**src/pwmcc_params.svh**
```systemverilog
// Register map, field positions and reset values of the PWM channel block
`ifndef PWMCC_PARAMS_SVH
`define PWMCC_PARAMS_SVH

// ==========================================================
// Register offsets
`define PWMCC_MODE_OFS 12'h000
`define PWMCC_IER_OFS 12'h010
`define PWMCC_IDR_OFS 12'h014
`define PWMCC_IMR_OFS 12'h018
`define PWMCC_ISR_OFS 12'h01C
`define PWMCC_CH_BASE 12'h200
`define PWMCC_CH_STRIDE_BIT 5
`define PWMCC_CMR_SUB 5'h00
`define PWMCC_DUTY_VALUE_SUB 5'h04
`define PWMCC_PERIOD_VALUE_SUB 5'h08
`define PWMCC_CCNT_SUB 5'h0C
`define PWMCC_CUPD_SUB 5'h10

// ==========================================================
// Field positions
`define PWMCC_DIVIDER_FACTOR_A_LSB 0
`define PWMCC_PREA_LSB 8
`define PWMCC_DIVB_LSB 16
`define PWMCC_PREB_LSB 24
`define PWMCC_ALIGN_BIT 8
`define PWMCC_LEVEL_BIT 9
`define PWMCC_TARGET_BIT 10
`define PWMCC_CODE_DIVIDER_CLOCK_A 4'hB
`define PWMCC_CODE_DIVIDER_CLOCK_B 4'hC
`define PWMCC_CODE_MAXDIV 4'hA

// ==========================================================
// Reset values
`define PWMCC_RST_WORD 32'h0000_0000
`define PWMCC_RST_CNT 16'h0000

`endif

```
**src/pwmcc_pkg.sv**
```systemverilog
// Types shared by the PWM channel block
package pwmcc_pkg;
	typedef struct packed {
		logic target;
		logic level;
		logic align;
		logic [3:0] presc;
	} pwmcc_mode_t;

	typedef struct packed {
		logic [15:0] duty;
		logic [15:0] period;
		pwmcc_mode_t mode;
	} pwmcc_cfg_t;

	typedef enum logic [1:0] {
		PWMCC_IDLE = 2'b00,
		PWMCC_RESP = 2'b01
	} pwmcc_bus_t;
endpackage : pwmcc_pkg

```
**src/pwmcc_channel.sv**
```systemverilog
// One PWM channel: counter, waveform and period-start buffering
`timescale 1ns/100ps
`default_nettype none
`include "pwmcc_params.svh"
module pwmcc_channel
	import pwmcc_pkg::*;
(
	// Clock and reset
	input wire logic aclk,
	input wire logic aresetn,
	// Configuration
	input wire pwmcc_cfg_t cfg,
	input wire logic enable,
	input wire logic tick,
	input wire logic upd_we,
	input wire logic [15:0] upd_val,
	// Status
	output logic [15:0] count,
	output logic [15:0] act_duty,
	output logic [15:0] act_period,
	output logic wave,
	output logic period_done
);
	logic down;
	logic upd_pend;
	logic [15:0] upd_hold;
	logic upd_tgt;
	logic at_start;

	// ==========================================================
	// Counter: left runs 0..period-1, center runs up then down
	assign at_start = tick && ((cfg.mode.align == 1'b0) ?
		(count + 16'h0001 >= act_period) : (down && count <= 16'h0001));

	always_ff @(posedge aclk) begin
		if (!aresetn || !enable) begin
			count <= `PWMCC_RST_CNT;
			down <= 1'b0;
			period_done <= 1'b0;
		end else begin
			period_done <= at_start;
			if (tick) begin
				if (cfg.mode.align == 1'b0) begin
					count <= at_start ? 16'h0000 : count + 16'h0001;
				end else if (!down) begin
					if (count + 16'h0001 >= act_period) begin
						down <= 1'b1;
					end
					count <= (count + 16'h0001 >= act_period) ? act_period : count + 16'h0001;
				end else begin
					if (at_start) begin
						down <= 1'b0;
					end
					count <= (count == 16'h0000) ? 16'h0000 : count - 16'h0001;
				end
			end
		end
	end

	// ==========================================================
	// Update buffering: new value applies at the next period start
	always_ff @(posedge aclk) begin
		if (!aresetn) begin
			upd_pend <= 1'b0;
			upd_hold <= 16'h0000;
			upd_tgt <= 1'b0;
		end else if (upd_we) begin
			upd_pend <= 1'b1;
			upd_hold <= upd_val;
			upd_tgt <= cfg.mode.target;
		end else if (at_start || !enable) begin
			upd_pend <= 1'b0;
		end
	end

	always_ff @(posedge aclk) begin
		if (!aresetn) begin
			act_duty <= 16'h0000;
			act_period <= 16'h0000;
		end else if (!enable || (at_start && !upd_pend)) begin
			act_duty <= cfg.duty;
			act_period <= cfg.period;
		end else if (at_start && upd_pend) begin
			if (upd_tgt) begin
				act_period <= upd_hold;
			end else begin
				act_duty <= upd_hold;
			end
		end
	end

	// ==========================================================
	// Waveform: start level held until the counter reaches the duty value
	always_ff @(posedge aclk) begin
		if (!aresetn) begin
			wave <= 1'b0;
		end else begin
			wave <= (count < act_duty) ? cfg.mode.level : ~cfg.mode.level;
		end
	end
endmodule : pwmcc_channel
`default_nettype wire

```
**src/pwmcc_top.sv**
```systemverilog
// PWM channel configuration, prescaling and interrupt bookkeeping, AXI4-Lite slave
`timescale 1ns/100ps
`default_nettype none
`include "pwmcc_params.svh"
// Summary of operation
// - Disable write of one clears channel enable
// - Mask register reads back interrupt enables
// - Period completion sets sticky status flag
// - Status read returns flags then clears them
// - Codes 0..10 divide master clock by 2^code
// - Codes 11, 12 pick divider clocks A, B
// - Alignment bit selects left or center period
// - Level bit sets waveform starting level
// - Update target 0 loads duty at start
// - Update target 1 loads period at start
// - Only low 16 duty bits drive waveform
// - Enable write of one sets channel enable
// - Factor zero stops divider clock, one passes
module pwmcc_top
	import pwmcc_pkg::*;
(
	// Clock and reset
	input wire logic aclk,
	input wire logic aresetn,
	// AXI4-Lite write address and data
	input wire logic [11:0] s_axi_awaddr,
	input wire logic s_axi_awvalid,
	output logic s_axi_awready,
	input wire logic [31:0] s_axi_wdata,
	input wire logic [3:0] s_axi_wstrb,
	input wire logic s_axi_wvalid,
	output logic s_axi_wready,
	// AXI4-Lite write response
	output logic [1:0] s_axi_bresp,
	output logic s_axi_bvalid,
	input wire logic s_axi_bready,
	// AXI4-Lite read
	input wire logic [11:0] s_axi_araddr,
	input wire logic s_axi_arvalid,
	output logic s_axi_arready,
	output logic [31:0] s_axi_rdata,
	output logic [1:0] s_axi_rresp,
	output logic s_axi_rvalid,
	input wire logic s_axi_rready,
	// Outputs
	output logic [3:0] pwm_out,
	output logic irq
);
	localparam int NCH = 4;

	logic [31:0] mode_word;
	logic [3:0] ch_enable;
	logic [3:0] irq_mask;
	logic [3:0] irq_status;
	logic [31:0] ch_mode [NCH];
	logic [31:0] ch_duty [NCH];
	logic [31:0] ch_period [NCH];
	logic [15:0] ch_count [NCH];
	logic [3:0] ch_done;
	logic [3:0] ch_tick;
	logic [11:0] aw_hold;
	logic [31:0] w_hold;
	logic aw_have;
	logic w_have;
	logic do_write;
	logic do_read;
	logic [31:0] next_rdata;
	logic rd_ok;
	logic [10:0] presc_cnt;
	logic [10:0] presc_prev;
	logic [12:0] presc_tick;
	logic [7:0] div_a_cnt;
	logic [7:0] div_b_cnt;
	logic clk_a_tick;
	logic clk_b_tick;

	// ==========================================================
	// Register decode helpers
	function automatic logic is_ch(input logic [11:0] a, input int ch, input logic [4:0] sub);
		return a == (`PWMCC_CH_BASE | 12'(ch << `PWMCC_CH_STRIDE_BIT) | {7'h00, sub});
	endfunction : is_ch

	function automatic logic [31:0] apply_strb(input logic [31:0] old, input logic [31:0] d,
		input logic [3:0] s);
		logic [31:0] r;
		r = old;
		for (int i = 0; i < 4; i++) begin
			if (s[i]) begin
				r[i*8 +: 8] = d[i*8 +: 8];
			end
		end
		return r;
	endfunction : apply_strb

	// ==========================================================
	// AXI4-Lite write path: address and data accepted in either order
	assign s_axi_awready = !aw_have && !s_axi_bvalid;
	assign s_axi_wready = !w_have && !s_axi_bvalid;
	assign do_write = aw_have && w_have && !s_axi_bvalid;

	always_ff @(posedge aclk) begin
		if (!aresetn) begin
			aw_have <= 1'b0;
			w_have <= 1'b0;
			aw_hold <= 12'h000;
			w_hold <= `PWMCC_RST_WORD;
			s_axi_bvalid <= 1'b0;
		end else begin
			if (s_axi_awvalid && s_axi_awready) begin
				aw_have <= 1'b1;
				aw_hold <= {s_axi_awaddr[11:2], 2'b00};
			end
			if (s_axi_wvalid && s_axi_wready) begin
				w_have <= 1'b1;
				w_hold <= apply_strb(32'h0000_0000, s_axi_wdata, s_axi_wstrb);
			end
			if (do_write) begin
				aw_have <= 1'b0;
				w_have <= 1'b0;
				s_axi_bvalid <= 1'b1;
			end else if (s_axi_bready) begin
				s_axi_bvalid <= 1'b0;
			end
		end
	end
	assign s_axi_bresp = 2'b00;

	// ==========================================================
	// Global mode word, channel enables and interrupt enables
	always_ff @(posedge aclk) begin
		if (!aresetn) begin
			mode_word <= `PWMCC_RST_WORD;
			ch_enable <= 4'h0;
			irq_mask <= 4'h0;
		end else if (do_write) begin
			case (aw_hold)
				`PWMCC_MODE_OFS: mode_word <= w_hold;
				12'h004: ch_enable <= ch_enable | w_hold[3:0];
				12'h008: ch_enable <= ch_enable & ~w_hold[3:0];
				`PWMCC_IER_OFS: irq_mask <= irq_mask | w_hold[3:0];
				`PWMCC_IDR_OFS: irq_mask <= irq_mask & ~w_hold[3:0];
				default: ;
			endcase
		end
	end

	// ==========================================================
	// Channel registers; partial byte writes clear the unwritten bytes
	for (genvar c = 0; c < NCH; c++) begin : g_reg
		always_ff @(posedge aclk) begin
			if (!aresetn) begin
				ch_mode[c] <= `PWMCC_RST_WORD;
				ch_duty[c] <= `PWMCC_RST_WORD;
				ch_period[c] <= `PWMCC_RST_WORD;
			end else if (do_write) begin
				if (is_ch(aw_hold, c, `PWMCC_CMR_SUB)) begin
					ch_mode[c] <= w_hold & 32'h0000_070F;
				end
				if (is_ch(aw_hold, c, `PWMCC_DUTY_VALUE_SUB)) begin
					ch_duty[c] <= w_hold;
				end
				if (is_ch(aw_hold, c, `PWMCC_PERIOD_VALUE_SUB)) begin
					ch_period[c] <= w_hold;
				end
				// Update rewrites its target too, so later period starts keep the value
				if (is_ch(aw_hold, c, `PWMCC_CUPD_SUB) && ch_mode[c][`PWMCC_TARGET_BIT]) begin
					ch_period[c] <= w_hold;
				end
				if (is_ch(aw_hold, c, `PWMCC_CUPD_SUB) && !ch_mode[c][`PWMCC_TARGET_BIT]) begin
					ch_duty[c] <= w_hold;
				end
			end
		end
	end

	// ==========================================================
	// Prescaler: one master-clock-wide tick per power-of-two division
	always_ff @(posedge aclk) begin
		if (!aresetn) begin
			presc_cnt <= 11'h000;
			presc_prev <= 11'h000;
		end else begin
			presc_prev <= presc_cnt;
			presc_cnt <= presc_cnt + 11'h001;
		end
	end

	always_comb begin
		presc_tick[0] = 1'b1;
		for (int k = 1; k <= 10; k++) begin
			presc_tick[k] = presc_cnt[k-1] == 1'b0 && presc_prev[k-1] == 1'b1;
		end
		presc_tick[11] = clk_a_tick;
		presc_tick[12] = clk_b_tick;
	end

	// ==========================================================
	// Divider clocks A and B; zero stops, one passes through
	always_ff @(posedge aclk) begin
		if (!aresetn) begin
			div_a_cnt <= 8'h00;
			div_b_cnt <= 8'h00;
			clk_a_tick <= 1'b0;
			clk_b_tick <= 1'b0;
		end else begin
			clk_a_tick <= 1'b0;
			clk_b_tick <= 1'b0;
			if (mode_word[`PWMCC_DIVIDER_FACTOR_A_LSB +: 8] == 8'h00) begin
				div_a_cnt <= 8'h00;
			end else if (presc_tick[mode_word[`PWMCC_PREA_LSB +: 4] > 4'hA ?
				4'h0 : mode_word[`PWMCC_PREA_LSB +: 4]]) begin
				div_a_cnt <= (div_a_cnt + 8'h01 >= mode_word[`PWMCC_DIVIDER_FACTOR_A_LSB +: 8]) ?
					8'h00 : div_a_cnt + 8'h01;
				clk_a_tick <= div_a_cnt + 8'h01 >= mode_word[`PWMCC_DIVIDER_FACTOR_A_LSB +: 8];
			end
			if (mode_word[`PWMCC_DIVB_LSB +: 8] == 8'h00) begin
				div_b_cnt <= 8'h00;
			end else if (presc_tick[mode_word[`PWMCC_PREB_LSB +: 4] > 4'hA ?
				4'h0 : mode_word[`PWMCC_PREB_LSB +: 4]]) begin
				div_b_cnt <= (div_b_cnt + 8'h01 >= mode_word[`PWMCC_DIVB_LSB +: 8]) ?
					8'h00 : div_b_cnt + 8'h01;
				clk_b_tick <= div_b_cnt + 8'h01 >= mode_word[`PWMCC_DIVB_LSB +: 8];
			end
		end
	end

	// ==========================================================
	// Channels; reserved prescaler codes never tick
	for (genvar c = 0; c < NCH; c++) begin : g_ch
		wire pwmcc_cfg_t cfg;
		assign cfg.duty = ch_duty[c][15:0];
		assign cfg.period = ch_period[c][15:0];
		assign cfg.mode.target = ch_mode[c][`PWMCC_TARGET_BIT];
		assign cfg.mode.level = ch_mode[c][`PWMCC_LEVEL_BIT];
		assign cfg.mode.align = ch_mode[c][`PWMCC_ALIGN_BIT];
		assign cfg.mode.presc = ch_mode[c][3:0];
		assign ch_tick[c] = (cfg.mode.presc <= `PWMCC_CODE_DIVIDER_CLOCK_B) ?
			presc_tick[cfg.mode.presc] : 1'b0;

		pwmcc_channel u_ch (
			.aclk(aclk),
			.aresetn(aresetn),
			.cfg(cfg),
			.enable(ch_enable[c]),
			.tick(ch_tick[c]),
			.upd_we(do_write && is_ch(aw_hold, c, `PWMCC_CUPD_SUB)),
			.upd_val(w_hold[15:0]),
			.count(ch_count[c]),
			.act_duty(),
			.act_period(),
			.wave(pwm_out[c]),
			.period_done(ch_done[c])
		);
	end

	// ==========================================================
	// AXI4-Lite read path, one cycle to rvalid
	assign s_axi_arready = !s_axi_rvalid;
	assign do_read = s_axi_arvalid && s_axi_arready;

	always_comb begin
		next_rdata = 32'h0000_0000;
		rd_ok = 1'b1;
		case ({s_axi_araddr[11:2], 2'b00})
			`PWMCC_MODE_OFS: next_rdata = mode_word;
			12'h00C: next_rdata = {28'h0000000, ch_enable};
			`PWMCC_IMR_OFS: next_rdata = {28'h0000000, irq_mask};
			`PWMCC_ISR_OFS: next_rdata = {28'h0000000, irq_status};
			12'h004, 12'h008, `PWMCC_IER_OFS, `PWMCC_IDR_OFS: next_rdata = 32'h0000_0000;
			default: rd_ok = 1'b0;
		endcase
		for (int c = 0; c < NCH; c++) begin
			if (is_ch({s_axi_araddr[11:2], 2'b00}, c, `PWMCC_CMR_SUB)) begin
				next_rdata = ch_mode[c];
				rd_ok = 1'b1;
			end
			if (is_ch({s_axi_araddr[11:2], 2'b00}, c, `PWMCC_DUTY_VALUE_SUB)) begin
				next_rdata = ch_duty[c];
				rd_ok = 1'b1;
			end
			if (is_ch({s_axi_araddr[11:2], 2'b00}, c, `PWMCC_PERIOD_VALUE_SUB)) begin
				next_rdata = ch_period[c];
				rd_ok = 1'b1;
			end
			if (is_ch({s_axi_araddr[11:2], 2'b00}, c, `PWMCC_CCNT_SUB)) begin
				next_rdata = {16'h0000, ch_count[c]};
				rd_ok = 1'b1;
			end
			if (is_ch({s_axi_araddr[11:2], 2'b00}, c, `PWMCC_CUPD_SUB)) begin
				next_rdata = 32'h0000_0000;
				rd_ok = 1'b1;
			end
		end
	end

	always_ff @(posedge aclk) begin
		if (!aresetn) begin
			s_axi_rvalid <= 1'b0;
			s_axi_rdata <= `PWMCC_RST_WORD;
			s_axi_rresp <= 2'b00;
		end else if (do_read) begin
			s_axi_rvalid <= 1'b1;
			s_axi_rdata <= next_rdata;
			s_axi_rresp <= rd_ok ? 2'b00 : 2'b10;
		end else if (s_axi_rready) begin
			s_axi_rvalid <= 1'b0;
		end
	end

	// ==========================================================
	// Period flags: a completion in the read cycle survives the clear
	always_ff @(posedge aclk) begin
		if (!aresetn) begin
			irq_status <= 4'h0;
		end else if (do_read && {s_axi_araddr[11:2], 2'b00} == `PWMCC_ISR_OFS) begin
			irq_status <= ch_done;
		end else begin
			irq_status <= irq_status | ch_done;
		end
	end

	assign irq = |(irq_status & irq_mask);
endmodule : pwmcc_top
`default_nettype wire

```
**config.mk**
```make
export PLATFORM = sky130hd
export DESIGN_NAME = pwmcc_top
export DESIGN_NICKNAME = d
export VERILOG_FILES = /design/src/pwmcc_pkg.sv /design/src/pwmcc_channel.sv /design/src/pwmcc_top.sv
export VERILOG_INCLUDE_DIRS = /design/src
export SDC_FILE = /design/constraint.sdc
export NUM_CORES = 2
export LEC_CHECK = 0
export ABC_CLOCK_PERIOD_IN_PS = 12500
export BUFFER_PORTS_ARGS = -buffer_cell sky130_fd_sc_hd__buf_2
export CAP_MARGIN = 20
export CELL_PAD_IN_SITES_DETAIL_PLACEMENT = 1
export CELL_PAD_IN_SITES_GLOBAL_PLACEMENT = 1
export CORE_ASPECT_RATIO = 1.1
export CORE_MARGIN = 5
export CORE_UTILIZATION = 40
export DETAILED_ROUTE_END_ITERATION = 8
export PLACE_DENSITY = 0.66
export SKIP_CTS_REPAIR_TIMING = 1
export SYNTH_ARGS = -nofsm -noshare
export SYNTH_HDL_FRONTEND = slang
export SYNTH_HIERARCHICAL = 1
export SYNTH_SLANG_ARGS = --single-unit
```
**constraint.sdc**
```tcl
create_clock -name aclk -period 12.5 [get_ports aclk]
set_clock_uncertainty 0.15 [all_clocks]
set_input_delay 2.5 -clock aclk [delete_from_list [all_inputs] [get_ports aclk]]
set_output_delay 2.5 -clock aclk [all_outputs]
set_load 0.005 [all_outputs]
```
==> results.cfg <==
[worst_setup_path]
start_kind = primary input
crit_fanout = 40
worstSetupEndpointType = register
critical_path_arrival_ps = 6380
critical_path_class = primary input to register
worst_ep_required_time_ps = 12920

[logic_synthesis]
yosys.cell_count.top_type = dfxtp_1
synth_cell_types = 93
async_reset_ff_frac = 0
avgSynthCellArea_um2 = 9.23
yosysSeqAreaShare = 0.417
yosysWarnings = 6
synth_edf_count = 284
synthFlopType = dfxtp_1
synthTopCellsByArea = dfxtp_1 (21%), edfxtp_1 (21%), and2_1 (5.0%), ha_1 (4.7%), a21oi_1 (4.2%)
yosys.area.top_type = dfxtp_1
yosys-top-cells-count = dfxtp_1 (437), nand2_1 (369), a21oi_1 (350)
synth_area_mm2 = 0.0414
synthCells = 4486
yosysTopAreaCellShare = 0.211
ys_ff_latch = 721

[global_route]
grt_start_max_net_pins = 78
grt.overflow.total = 0
grt_first_pass_wirelength_um = 242000
grt_use_total = 0.290
first_global_vias = 36100
antenna_found_initial = 14

[clock_network]
h-tree-depth = 3
cts_tree = done
path_clk_slew_ps = 70
clock-root-buffer = clkbuf_16
cts_buffers = 84
clockBufferDepth = 3
clock_sinks = 721
clk_latency_ps = 700

[sta]
period_share = 0.477
finalMaxSlewViolations = 0
finalHoldViolCount = 0
max_slew.worst_pin.slew_ps = 1160
fmax_ghz = 0.168
setup-violations-final = 0
finalSetupTns_ps = 0
rsz0062_at_grt = false
min_period_ps = 5970
relSlewSlack = 0.222

[layout]
post-route-util = 0.448
fin_area_mm2 = 0.0460
nNetsFinal = 4653
fin_cells = 5883
area_delta_synth_final_pct = 11.1
drive_gt1_frac = 0.131

[placed_design]
place_area_mm2 = 0.0429
dpl.hpwl_um = 113000
gp_congestion = 0.912
dp.cells = 5711
port_buffers = 105

[status]
status = finished, final reports clean

[drt]
wl_per_cell_um = 28.2
ant_nets = 0
viasPerCell = 6.22
totalWireLength_um = 166000
drtIter0Drc = 3724
firstDrtPassIters = 8
vias = 36600
drc = 0

[floorplan]
io_pins = 113
rows = 123
die_h_um = 347
core_mm2 = 0.102
die_w_um = 317
die-area_mm2 = 0.110
initial_core_util = 0.404

[job]
max_cap_viol_count = 0

[min_path]
hold_path_class = register to register

[power_and_ir_drop]
power_density_mw_per_mm2 = 121
leakage_nw = 16.6
vdd_drop_max_mv = 0.105
power.total_mw = 5.56
-- worst max-delay path, cell delays in order --
cell	delay, ps
buf_4	470
buf_4	620
nor2b_4	440
buf_4	600
nand2_1	260
nor2_2	560
a221o_1	270
o2111ai_1	240
a311oi_1	350
-- cell families after synthesis --
family                     Yosys count  share of synthesized area
AOI/OAI and AO/OA                 1320                      0.224
muxes                              150                     0.0410
xor gates and xnor gates            90                     0.0190
buffers and inverters              525                     0.0548
and+or+nand+nor                   1524                      0.196
other                                1                  0.0000906
adders and majority gates          155                     0.0469
DFF                                721                      0.417
-- state kept, by name (all words and copies together), names as in the netlist, 8 cells and up, named ones only --
signal,count
g_ch.u_ch/act_duty,64
div_a_cnt,8
mode_word,32
g_ch.u_ch/act_period,64
div_b_cnt,8
g_ch.u_ch/upd_hold,64
ch_period,128
aw_hold,10
presc_prev,10
presc_cnt,10
g_ch.u_ch/count,64
ch_duty,128
s_axi_rdata,32
ch_mode,28
w_hold,32
-- layer usage --
layer,wire length [µm],GRT usage,up-vias,part of all wire
met5,56,0,-,0.00034
met4,6300,0.102,6,0.038
met3,13200,0.0519,296,0.079
met2,75800,0.469,1433,0.46
met1,70600,0.392,18400,0.43
li1,-,-,16400,-
-- final timing paths --
kind	slack, ps	cells past startpoint	start	endpoint
setup / recovery	6530	9	s_axi_araddr[2]	s_axi_rdata[14]
hold / removal	310	2	g_ch[0].u_ch/period_done	irq_status[0]
setup reg to reg	7040	12	g_ch[0].u_ch/count[0]	g_ch[0].u_ch/count[9]
hold reg to reg	310	2	g_ch[0].u_ch/period_done	irq_status[0]
-- report_power, final --
group	leakage (nW)	internal (mW)	switching, mW	total [mW]
combinational	8.69	0.122	0.262	0.384
clock	1.42	1.49	1.13	2.61
sequential	6.48	2.50	0.0632	2.56
-- placed cells by master, fill, tap and decap left out, types with 20 or more instances in the layout --
cell type | netlist | layout
a21o_1 | 42 | 42
o22ai_1 | 49 | 49
buf_2 | 85 | 105
or3_1 | 35 | 35
xor2_1 | 34 | 34
o2111ai_1 | 24 | 24
a31oi_1 | 24 | 24
o221a_2 | 103 | 103
dfxtp_1 | 437 | 435
o21ai_0 | 232 | 225
o21a_1 | 144 | 144
nand2b_1 | 39 | 37
nor4_1 | 44 | 41
ha_1 | 155 | 155
and3_1 | 22 | 22
and2_1 | 329 | 329
inv_1 | 175 | 175
mux2i_1 | 119 | 119
nand3_1 | 127 | 127
nor3_1 | 83 | 77
nand4_1 | 37 | 37
clkbuf_1 | 213 | 20
a21oi_1 | 350 | 350
nor2_1 | 213 | 206
nand2_1 | 369 | 369
nor2b_1 | 94 | 92
a22oi_1 | 45 | 45
o31ai_1 | 21 | 21
buf_4 | 24 | 92
xnor2_1 | 56 | 56
o221a_1 | 20 | 20
a221oi_1 | 21 | 21
clkbuf_16 | 0 | 89
edfxtp_1 | 284 | 284
-- cell type report --
cell class	instances	area [µm²]
fillers	11700	56500
multi-input cells	3242	22000
flip-flops and latches	721	17300
clock buffers	118	2430
well taps	1375	1720
repair buffers	205	1330
inverters	177	667
clock inverters	40	502
diodes	5	12.5
-- stage by stage --
stage | hold slack (ps) | setup slack [ps]
after floorplan | 263 | 7690
after global placement | 288 | 6000
after detailed placement | 297 | 5990
after CTS | 308 | 6680
after global routing | 332 | 6540
final | 306 | 6530
No activity file was read; power rests on OpenSTA's default activity.
